File: config.mk
export PLATFORM = sky130hd
export DESIGN_NAME = fmcs_supervisor
export DESIGN_NICKNAME = d
export VERILOG_FILES = /design/src/fmcs_phase_gen.v /design/src/fmcs_supervisor.v
export VERILOG_INCLUDE_DIRS = /design/src
export SDC_FILE = /design/constraint.sdc
export NUM_CORES = 2
export LEC_CHECK = 0
export ABC_AREA = 1
export BUFFER_PORTS_ARGS = -buffer_cell sky130_fd_sc_hd__buf_2
export CORE_MARGIN = 2
export CORE_UTILIZATION = 35
export CTS_CLUSTER_DIAMETER = 60
export DETAILED_ROUTE_END_ITERATION = 12
export GPL_ROUTABILITY_DRIVEN = 0
export PLACE_DENSITY_LB_ADDON = 0.15
export SLEW_MARGIN = 10
export SYNTH_ARGS = -nofsm -noshare
export SYNTH_HDL_FRONTEND = slang
export SYNTH_SLANG_ARGS = --single-unit
File: constraint.sdc
create_clock -name core_clk -period 21.6 [get_ports core_clk]
set_input_delay 1.08 -clock core_clk [delete_from_list [all_inputs] [get_ports core_clk]]
set_output_delay 1.08 -clock core_clk [all_outputs]
set_load 0.005 [all_outputs]
File: src/fmcs_map.vh
// Constants of the fan motor control supervisor
`ifndef FMCS_MAP_VH
`define FMCS_MAP_VH
// Readback register offsets
`define FMCS_FAULT_READBACK_PRIMARY 8'h93
`define FMCS_SYNC_LOSS_READBACK 8'h94
// Fault readback field positions
`define FMCS_BIT_VDS_LO 0
`define FMCS_BIT_TSD 6
`define FMCS_BIT_CP_UV 7
`define FMCS_BIT_VBB_UV 8
`define FMCS_BIT_VBB_OV 9
`define FMCS_RB_RESET 16'h0000
// Timing: coast and lock off-time defaults, in ms and cycles at 25 MHz
`define FMCS_CLK_HZ 25000000
`define FMCS_LOCK_OFF_MS 500
`define FMCS_COAST_MS 100
`define FMCS_LOCK_OFF_CYC ((`FMCS_CLK_HZ / 1000) * `FMCS_LOCK_OFF_MS)
`define FMCS_COAST_CYC ((`FMCS_CLK_HZ / 1000) * `FMCS_COAST_MS)
// PWM duty measurement window: 10 ms covers a full period down to 100 Hz
`define FMCS_DUTY_WIN_CYC 250000
`define FMCS_DEMAND_W 9
`define FMCS_START_CYC 25000
`endif

File: src/fmcs_phase_gen.v
// One motor phase: sine-like modulation compare from a phase angle
`timescale 1ns/1ns
module fmcs_phase_gen #(
  parameter [9:0] OFFSET = 10'h000
)(
  // Clock and reset
  input wire core_clk,
  input wire rst_b,
  // Drive inputs
  input wire [9:0] angle,
  input wire [8:0] demand,
  input wire [8:0] carrier,
  // Phase output
  output reg phase_pwm_q
);
  wire [9:0] ang;
  wire [8:0] tri_val;
  wire [17:0] prod;
  assign ang = angle + OFFSET;
  // Triangle approximation of a sine, folded about mid-scale
  assign tri_val = ang[9] ? (9'h1FF - ang[8:0]) : ang[8:0];
  assign prod = tri_val * demand;
  always @(posedge core_clk)
  begin
    if (!rst_b)
      phase_pwm_q <= 1'b0;
    else
      phase_pwm_q <= (prod[17:9] > carrier);
  end
endmodule // fmcs_phase_gen

File: src/fmcs_supervisor.v
// Control and supervision logic of a three-phase sinusoidal fan driver
// Functional notes
// - PWM mode: measure duty into 9-bit demand
// - Modulate three phases spaced 120 degrees
// - Config bit selects analog or PWM input
// - Analog mode: 9-bit converter, higher is faster
// - Standby after input low past lock time
// - Standby disable bit; no standby if nonstop
// - Wake straight into active at power-up
// - Rotor-fault output high on rotor fault
// - If disabled, rising edge marks start end
// - Brake turns all low sides on
// - Brake overrides demand and blocks standby
// - Direction high ABC, low ACB
// - Direction change: coast, then restart
// - Open gate-current pin disables outputs
// - Lock fault: off for lock time, restart
// - Fault output low on six conditions
// - UV, thermal, CP UV: disable, unlatched, readback
// - Overvoltage: disable, optional lock, unlatched
// - Drain-source fault action selectable, may latch
// - Sync loss starts lock timeout, readback
// - Lock off-time within 4 percent
`timescale 1ns/1ns
`include "fmcs_map.vh"
module fmcs_supervisor #(
  parameter [31:0] LOCK_OFF_CYC = `FMCS_LOCK_OFF_CYC,
  parameter [31:0] COAST_CYC = `FMCS_COAST_CYC,
  parameter [31:0] DUTY_WIN_CYC = `FMCS_DUTY_WIN_CYC,
  parameter [31:0] START_CYC = `FMCS_START_CYC
)(
  // Clock and reset
  input wire core_clk,
  input wire rst_b,
  // Speed demand
  input wire speed_demand_in,
  input wire [8:0] adc_code,
  // Motor controls
  input wire brake_in,
  input wire dir_in,
  input wire gate_current_set_pin_open,
  input wire rotor_position_ok,
  // Protection monitors
  input wire vbb_uv,
  input wire thermal_shutdown,
  input wire cp_uv,
  input wire vbb_ov,
  input wire [5:0] vds_fault,
  input wire [6:0] sync_loss,
  // Nonvolatile configuration and rotor fault condition
  input wire cfg_analog_mode,
  input wire cfg_standby_dis,
  input wire cfg_nonstop_curve,
  input wire cfg_rotor_fault_en,
  input wire cfg_ov_sets_lock,
  input wire overcurrent_action_sel,
  input wire rotor_fault_cond,
  // Register readback
  input wire [7:0] rb_addr,
  output reg [15:0] rb_data_q,
  // Motor drive
  output wire [2:0] high_side_on,
  output wire [2:0] low_side_on,
  output reg [8:0] demand_q,
  output reg standby_q,
  output reg fault_out_n_q,
  output reg rotor_fault_q
);
  // ****************************************
  // State encoding
  // ****************************************
  localparam [2:0] ST_RUN = 3'h0;
  localparam [2:0] ST_COAST = 3'h1;
  localparam [2:0] ST_LOCKOFF = 3'h2;
  localparam [2:0] ST_STANDBY = 3'h3;
  localparam [2:0] ST_START = 3'h4;

  reg [2:0] state_q;
  reg [31:0] tmr_q;
  reg [31:0] win_q;
  reg [31:0] high_cnt_q;
  reg [31:0] low_cnt_q;
  reg [8:0] pwm_demand_q;
  reg [5:0] vds_latch_q;
  reg dir_q;
  reg [9:0] angle_q;
  reg [8:0] carrier_q;
  wire [2:0] pwm;
  wire [5:0] vds_eff;
  wire hard_off;
  wire lock_trig;
  wire any_fault;
  wire [31:0] duty_prod;
  wire [31:0] duty_quot;
  wire standby_ok;

  // ****************************************
  // Demand capture
  // ****************************************
  // Duty = high samples scaled to 511 over a fixed window
  assign duty_prod = high_cnt_q * 32'd511;
  assign duty_quot = duty_prod / DUTY_WIN_CYC;
  always @(posedge core_clk)
  begin
    if (!rst_b)
    begin
      win_q <= 32'h0;
      high_cnt_q <= 32'h0;
      pwm_demand_q <= 9'h000;
    end
    else if (win_q >= DUTY_WIN_CYC - 32'd1)
    begin
      win_q <= 32'h0;
      high_cnt_q <= 32'h0;
      pwm_demand_q <= (duty_quot > 32'd511) ? 9'h1FF : duty_quot[8:0];
    end
    else
    begin
      win_q <= win_q + 32'd1;
      high_cnt_q <= high_cnt_q + {31'h0, speed_demand_in};
    end
  end

  always @(posedge core_clk)
  begin
    if (!rst_b)
      demand_q <= 9'h000;
    else if (brake_in)
      demand_q <= 9'h000;
    else if (cfg_analog_mode)
      demand_q <= adc_code;
    else
      demand_q <= pwm_demand_q;
  end

  // ****************************************
  // Fault gathering
  // ****************************************
  always @(posedge core_clk)
  begin
    if (!rst_b)
      vds_latch_q <= 6'h00;
    else if (overcurrent_action_sel)
      vds_latch_q <= vds_latch_q | vds_fault;
    else
      vds_latch_q <= 6'h00;
  end
  assign vds_eff = vds_fault | vds_latch_q;
  assign hard_off = vbb_uv | thermal_shutdown | cp_uv | vbb_ov | (|vds_eff) |
    gate_current_set_pin_open;
  assign lock_trig = (|sync_loss) | (vbb_ov & cfg_ov_sets_lock) |
    !rotor_position_ok;
  assign any_fault = vbb_uv | thermal_shutdown | cp_uv | vbb_ov | (|vds_eff) |
    (|sync_loss);

  always @(posedge core_clk)
  begin
    if (!rst_b)
      fault_out_n_q <= 1'b1;
    else
      fault_out_n_q <= !any_fault;
  end

  // ****************************************
  // Readback
  // ****************************************
  always @(posedge core_clk)
  begin
    if (!rst_b)
      rb_data_q <= `FMCS_RB_RESET;
    else if (rb_addr == `FMCS_FAULT_READBACK_PRIMARY)
      rb_data_q <= {6'h00, vbb_ov, vbb_uv, cp_uv, thermal_shutdown, vds_eff};
    else if (rb_addr == `FMCS_SYNC_LOSS_READBACK)
      rb_data_q <= {9'h000, sync_loss};
    else
      rb_data_q <= 16'h0000;
  end

  // ****************************************
  // Run control
  // ****************************************
  assign standby_ok = !cfg_standby_dis && !cfg_nonstop_curve && !brake_in;
  always @(posedge core_clk)
  begin
    if (!rst_b)
      low_cnt_q <= 32'h0;
    else if (speed_demand_in || !standby_ok)
      low_cnt_q <= 32'h0;
    else if (low_cnt_q < LOCK_OFF_CYC)
      low_cnt_q <= low_cnt_q + 32'd1;
  end

  // Reset lands in START, never in STANDBY
  always @(posedge core_clk)
  begin
    if (!rst_b)
    begin
      state_q <= ST_START;
      tmr_q <= 32'h0;
      dir_q <= 1'b1;
      standby_q <= 1'b0;
    end
    else
    begin
      case (state_q)
        ST_START, ST_RUN:
        begin
          // Blocking conditions gate entry too, the count lags them by one cycle
          if (low_cnt_q >= LOCK_OFF_CYC && standby_ok)
          begin
            state_q <= ST_STANDBY;
            standby_q <= 1'b1;
          end
          else if (dir_in != dir_q)
          begin
            state_q <= ST_COAST;
            tmr_q <= 32'h0;
          end
          else if (lock_trig && !brake_in)
          begin
            state_q <= ST_LOCKOFF;
            tmr_q <= 32'h0;
          end
          else if (state_q == ST_START)
          begin
            if (tmr_q >= START_CYC - 32'd1)
              state_q <= ST_RUN;
            else
              tmr_q <= tmr_q + 32'd1;
          end
        end
        ST_COAST:
        begin
          if (tmr_q >= COAST_CYC - 32'd1)
          begin
            dir_q <= dir_in;
            state_q <= ST_START;
            tmr_q <= 32'h0;
          end
          else
            tmr_q <= tmr_q + 32'd1;
        end
        ST_LOCKOFF:
        begin
          // Exact cycle count, well inside the allowed tolerance
          if (tmr_q >= LOCK_OFF_CYC - 32'd1)
          begin
            state_q <= ST_START;
            tmr_q <= 32'h0;
          end
          else
            tmr_q <= tmr_q + 32'd1;
        end
        ST_STANDBY:
        begin
          if (speed_demand_in || !standby_ok)
          begin
            standby_q <= 1'b0;
            state_q <= ST_START;
            tmr_q <= 32'h0;
          end
        end
        default:
          state_q <= ST_START;
      endcase
    end
  end

  always @(posedge core_clk)
  begin
    if (!rst_b)
      rotor_fault_q <= 1'b0;
    else if (cfg_rotor_fault_en)
      rotor_fault_q <= rotor_fault_cond;
    else
      rotor_fault_q <= (state_q == ST_RUN);
  end

  // ****************************************
  // Modulation
  // ****************************************
  always @(posedge core_clk)
  begin
    if (!rst_b)
    begin
      angle_q <= 10'h000;
      carrier_q <= 9'h000;
    end
    else
    begin
      carrier_q <= carrier_q + 9'h001;
      if (carrier_q == 9'h1FF)
        angle_q <= dir_q ? angle_q + 10'h001 : angle_q - 10'h001;
    end
  end

  // Offsets of one and two thirds of a turn
  fmcs_phase_gen #(.OFFSET(10'h000)) u_pa (.core_clk(core_clk), .rst_b(rst_b),
    .angle(angle_q), .demand(demand_q), .carrier(carrier_q), .phase_pwm_q(pwm[0]));
  fmcs_phase_gen #(.OFFSET(10'h2AB)) u_pb (.core_clk(core_clk), .rst_b(rst_b),
    .angle(angle_q), .demand(demand_q), .carrier(carrier_q), .phase_pwm_q(pwm[1]));
  fmcs_phase_gen #(.OFFSET(10'h155)) u_pc (.core_clk(core_clk), .rst_b(rst_b),
    .angle(angle_q), .demand(demand_q), .carrier(carrier_q), .phase_pwm_q(pwm[2]));

  wire drive_ok;
  assign drive_ok = !hard_off && (state_q == ST_RUN || state_q == ST_START);
  assign high_side_on = (drive_ok && !brake_in) ? pwm : 3'h0;
  assign low_side_on = brake_in && !hard_off ? 3'h7 :
    (drive_ok ? ~pwm : 3'h0);
endmodule // fmcs_supervisor

==> flow_summary.yaml <==
worst_setup_path:
  rr_worst_depth: 118
  cp-end-kind: "register"
  slowest_stage: "fa_1"
  worstPathMaxFanout: 19
  setup.worst_path.start_class: "register"
  crit_top_cell: "nand2_1"
  max_stage_delay_ps: 660
  arrival_ps: 18640
  reg2reg_from: "high_cnt_q[17]$_SDFF_PP0_"
  crit_type: "reg -> reg"
  setup.worst_path.start: "high_cnt_q[17]$_SDFF_PP0_"
  worstPathRequired_ps: 21990
floorplan:
  core_area_mm2: 0.08797
  num_rows: 109
  die_w_um: 301.2
  die_area_mm2: 0.09075
  start_util: 0.3515
  die_h_um: 301.2
  ios: 82
global_routing:
  grt_max_degree: 34
  overflow: 0
  grt_pass1_vias: 26780
  antenna_found_initial: 3
  grtUsageTotal: 0.1788
  grt_pass1_wl_mm: 133.5
finish:
  areaGrowthSynthToFinish_pct: 7.311
  design_area_mm2: 0.03318
  fin_cells: 5866
  seq_area_mm2: 0.003824
  fill_cells: 9552
  diodes: 0
  multi_input_area_mm2: 0.02314
  finalNetCount: 5229
  drive_gt1_frac: 0.1242
clocking:
  clk_pin_slew_ps: 80
  cts_repair_resize_count: 0
  htreeDepth: 4
  hold_buffers: 0
  cts_tree: "done"
  postCtsSetupBuffers: 0
  clock_latency_ps: 480
  numCtsBuffers: 17
  root_buffer: "clkbuf_16"
  cts.sink_count: 191
  clk_path_buf_depth: 2
min_path:
  min-delay-start: "tmr_q[30]$_SDFFE_PN0P_"
  hp-class: "reg -> reg"
  worstHoldPathCells: 2
job:
  max_cap_violations: 0
sta:
  rsz0062_at_grt: "no"
  fin_tns_setup_ps: 0
  fin_worst_skew_ps: 34.50
  slew_headroom: 0.2532
  setup_violations: 0
  whs_ps: 442.4
  max_freq_mhz: 54.79
  hold_viol: 0
  drv_slew: 0
  fin_crit_ps: 18250
  period_share: 0.8450
  tightest_slew_ps: 1119
place:
  placed_cells: 5834
  dp_hpwl_mm: 65.36
  dpl_cell_area_mm2: 0.03255
  io_buffers: 75
detailed_routing:
  wl_per_cell_um: 13.28
  ant_nets: 0
  drtIter0Drc: 1328
  viasPerCell: 4.652
  drt_pass1_iterations: 5
  drc_errors: 0
  wl_mm: 77.93
  dr_total_vias: 27290
yosys:
  ys_warn_count: 0
  synth_edf_count: 0
  synthFlopType: "dfxtp_1"
  yosysSeqAreaShare: 0.1236
  synthCells: 4621
  synth_area_mm2: 0.03092
  ys_ff_latch: 191
  syn_area_per_cell_um2: 6.692
  synth-async-reset-ratio: 0
  ys_types: 67
pwr:
  peakVddDrop_v: 0.00005788
  p_per_area_mw_per_mm2: 23.24
  p_leak_nw: 17.83
status:
  outcome: "completed"
final timing paths:
check                                  to  slack (ps)
max          pwm_demand_q[0]$_SDFFE_PN0P_        3350
min                tmr_q[30]$_SDFFE_PN0P_         440
max reg2reg  pwm_demand_q[0]$_SDFFE_PN0P_        3350
min reg2reg        tmr_q[30]$_SDFFE_PN0P_         440
state kept, by name (all words and copies together), names as in the netlist, 3 cells and up:
name / flops
angle_q: 10
carrier_q: 9
demand_q: 9
high_cnt_q: 32
low_cnt_q: 32
pwm_demand_q: 9
rb_data_q: 10
state_q: 3
tmr_q: 32
vds_latch_q: 6
win_q: 32
synth_stat cells, types with 3 or more instances:
| library cell | number | area share |
|---|---|---|
| clkinv_1 | 14 | 0.0017 |
| a21oi_1 | 160 | 0.026 |
| nand2_2 | 218 | 0.044 |
| a31oi_1 | 11 | 0.0022 |
| fa_1 | 278 | 0.18 |
| nand3b_1 | 10 | 0.0024 |
| o21bai_1 | 11 | 0.0027 |
| inv_1 | 885 | 0.11 |
| dfxtp_1 | 191 | 0.12 |
| nand3_4 | 8 | 0.0045 |
| nand3_1 | 259 | 0.042 |
| nand4_2 | 4 | 0.0016 |
| nor4_1 | 17 | 0.0034 |
| nor3_1 | 64 | 0.010 |
| buf_8 | 4 | 0.0019 |
| inv_2 | 55 | 0.0067 |
| nand3_2 | 25 | 0.0081 |
| o21ai_2 | 5 | 0.0014 |
| nor3b_1 | 8 | 0.0019 |
| a211oi_1 | 5 | 0.0012 |
| o21a_1 | 10 | 0.0024 |
| o22ai_1 | 5 | 0.0010 |
| buf_6 | 8 | 0.0029 |
| a21oi_2 | 6 | 0.0017 |
| xor2_1 | 131 | 0.037 |
| nor2_1 | 427 | 0.052 |
| nand2_1 | 1102 | 0.13 |
| or2_2 | 12 | 0.0024 |
| buf_4 | 6 | 0.0015 |
| nor2_2 | 49 | 0.0099 |
| o221ai_1 | 5 | 0.0014 |
| o211ai_1 | 20 | 0.0049 |
| o21ai_1 | 13 | 0.0021 |
| o2111ai_1 | 3 | 0.00085 |
| xnor2_1 | 29 | 0.0082 |
| clkbuf_1 | 36 | 0.0044 |
| nand4_1 | 107 | 0.022 |
| o21ai_0 | 103 | 0.017 |
| buf_1 | 4 | 0.00049 |
| ha_1 | 215 | 0.087 |
| clkinv_2 | 4 | 0.00065 |
| nand2_4 | 45 | 0.016 |
| nor2_4 | 16 | 0.0058 |
layout by cell type, fill, tap and decap left out, types with 131 or more instances in the layout:
| cell type | synthesis | layout |
|---|---|---|
| dfxtp_1 | 191 | 191 |
| a21oi_1 | 160 | 160 |
| xor2_1 | 131 | 131 |
| fa_1 | 278 | 278 |
| inv_1 | 885 | 885 |
| nand2_2 | 218 | 218 |
| ha_1 | 215 | 215 |
| nor2_1 | 427 | 427 |
| nand3_1 | 259 | 259 |
| nand2_1 | 1102 | 1102 |
layer usage:
layer / part of all wire / vias to the layer above / global-route usage
li1: - / 14330 / -
met1: 0.48 / 12590 / 0.2406
met2: 0.48 / 294 / 0.3074
met3: 0.027 / 67 / 0.02060
met4: 0.016 / 6 / 0.03731
met5: 0.00053 / - / 0
logic make-up after synthesis:
logic type,count (synthesis),share of synthesized area
XOR/XNOR,162,0.04637
other,1,0.0001213
flip-flops,191,0.1236
AND/OR/NAND/NOR,2380,0.3633
adder cells (fa/ha/maj),493,0.2670
AO/OA/AOI/OAI,371,0.06927
buffers and inverters,1023,0.1304
power by group:
group	total (W)	internal, W	switching (W)
sequential	0.000360	0.000357	0.00000307
combinational	0.0000712	0.0000258	0.0000454
clock	0.000340	0.000163	0.000177
total	0.000771	0.000545	0.000226
area by class of cell:
| class | count | share of cell area |
|---|---|---|
| clock inverters | 15 | 0.006372 |
| inverters | 961 | 0.1094 |
| well taps | 1165 | 0.04393 |
| multi-input cells | 3426 | 0.6973 |
| clock buffers | 17 | 0.01282 |
| repair buffers | 91 | 0.01493 |
| flip-flops and latches | 191 | 0.1152 |
critical path, delay by kind of cell (launching register included):
kind                     cells  cell delay, ps
AND/OR/NAND/NOR             96           12900
AO/OA/AOI/OAI                3             550
XOR/XNOR                     1             200
adder cells (fa/ha/maj)      5            2600
buffers and inverters       13            1410
flip-flops                   1             500
metrics by stage:
step | setup WS [ps] | power, W | util
after global placement | 3427 | 0.0004404 | 0.3700
after floorplan | 6579 | 0.0004168 | -
final | 3348 | 0.0007713 | 0.3772
after global routing | 1077 | 0.0008110 | 0.3772
after CTS | 3204 | 0.0007891 | 0.3772
after detailed placement | 3278 | 0.0004409 | 0.3700
No activity file was read; power rests on OpenSTA's default activity.
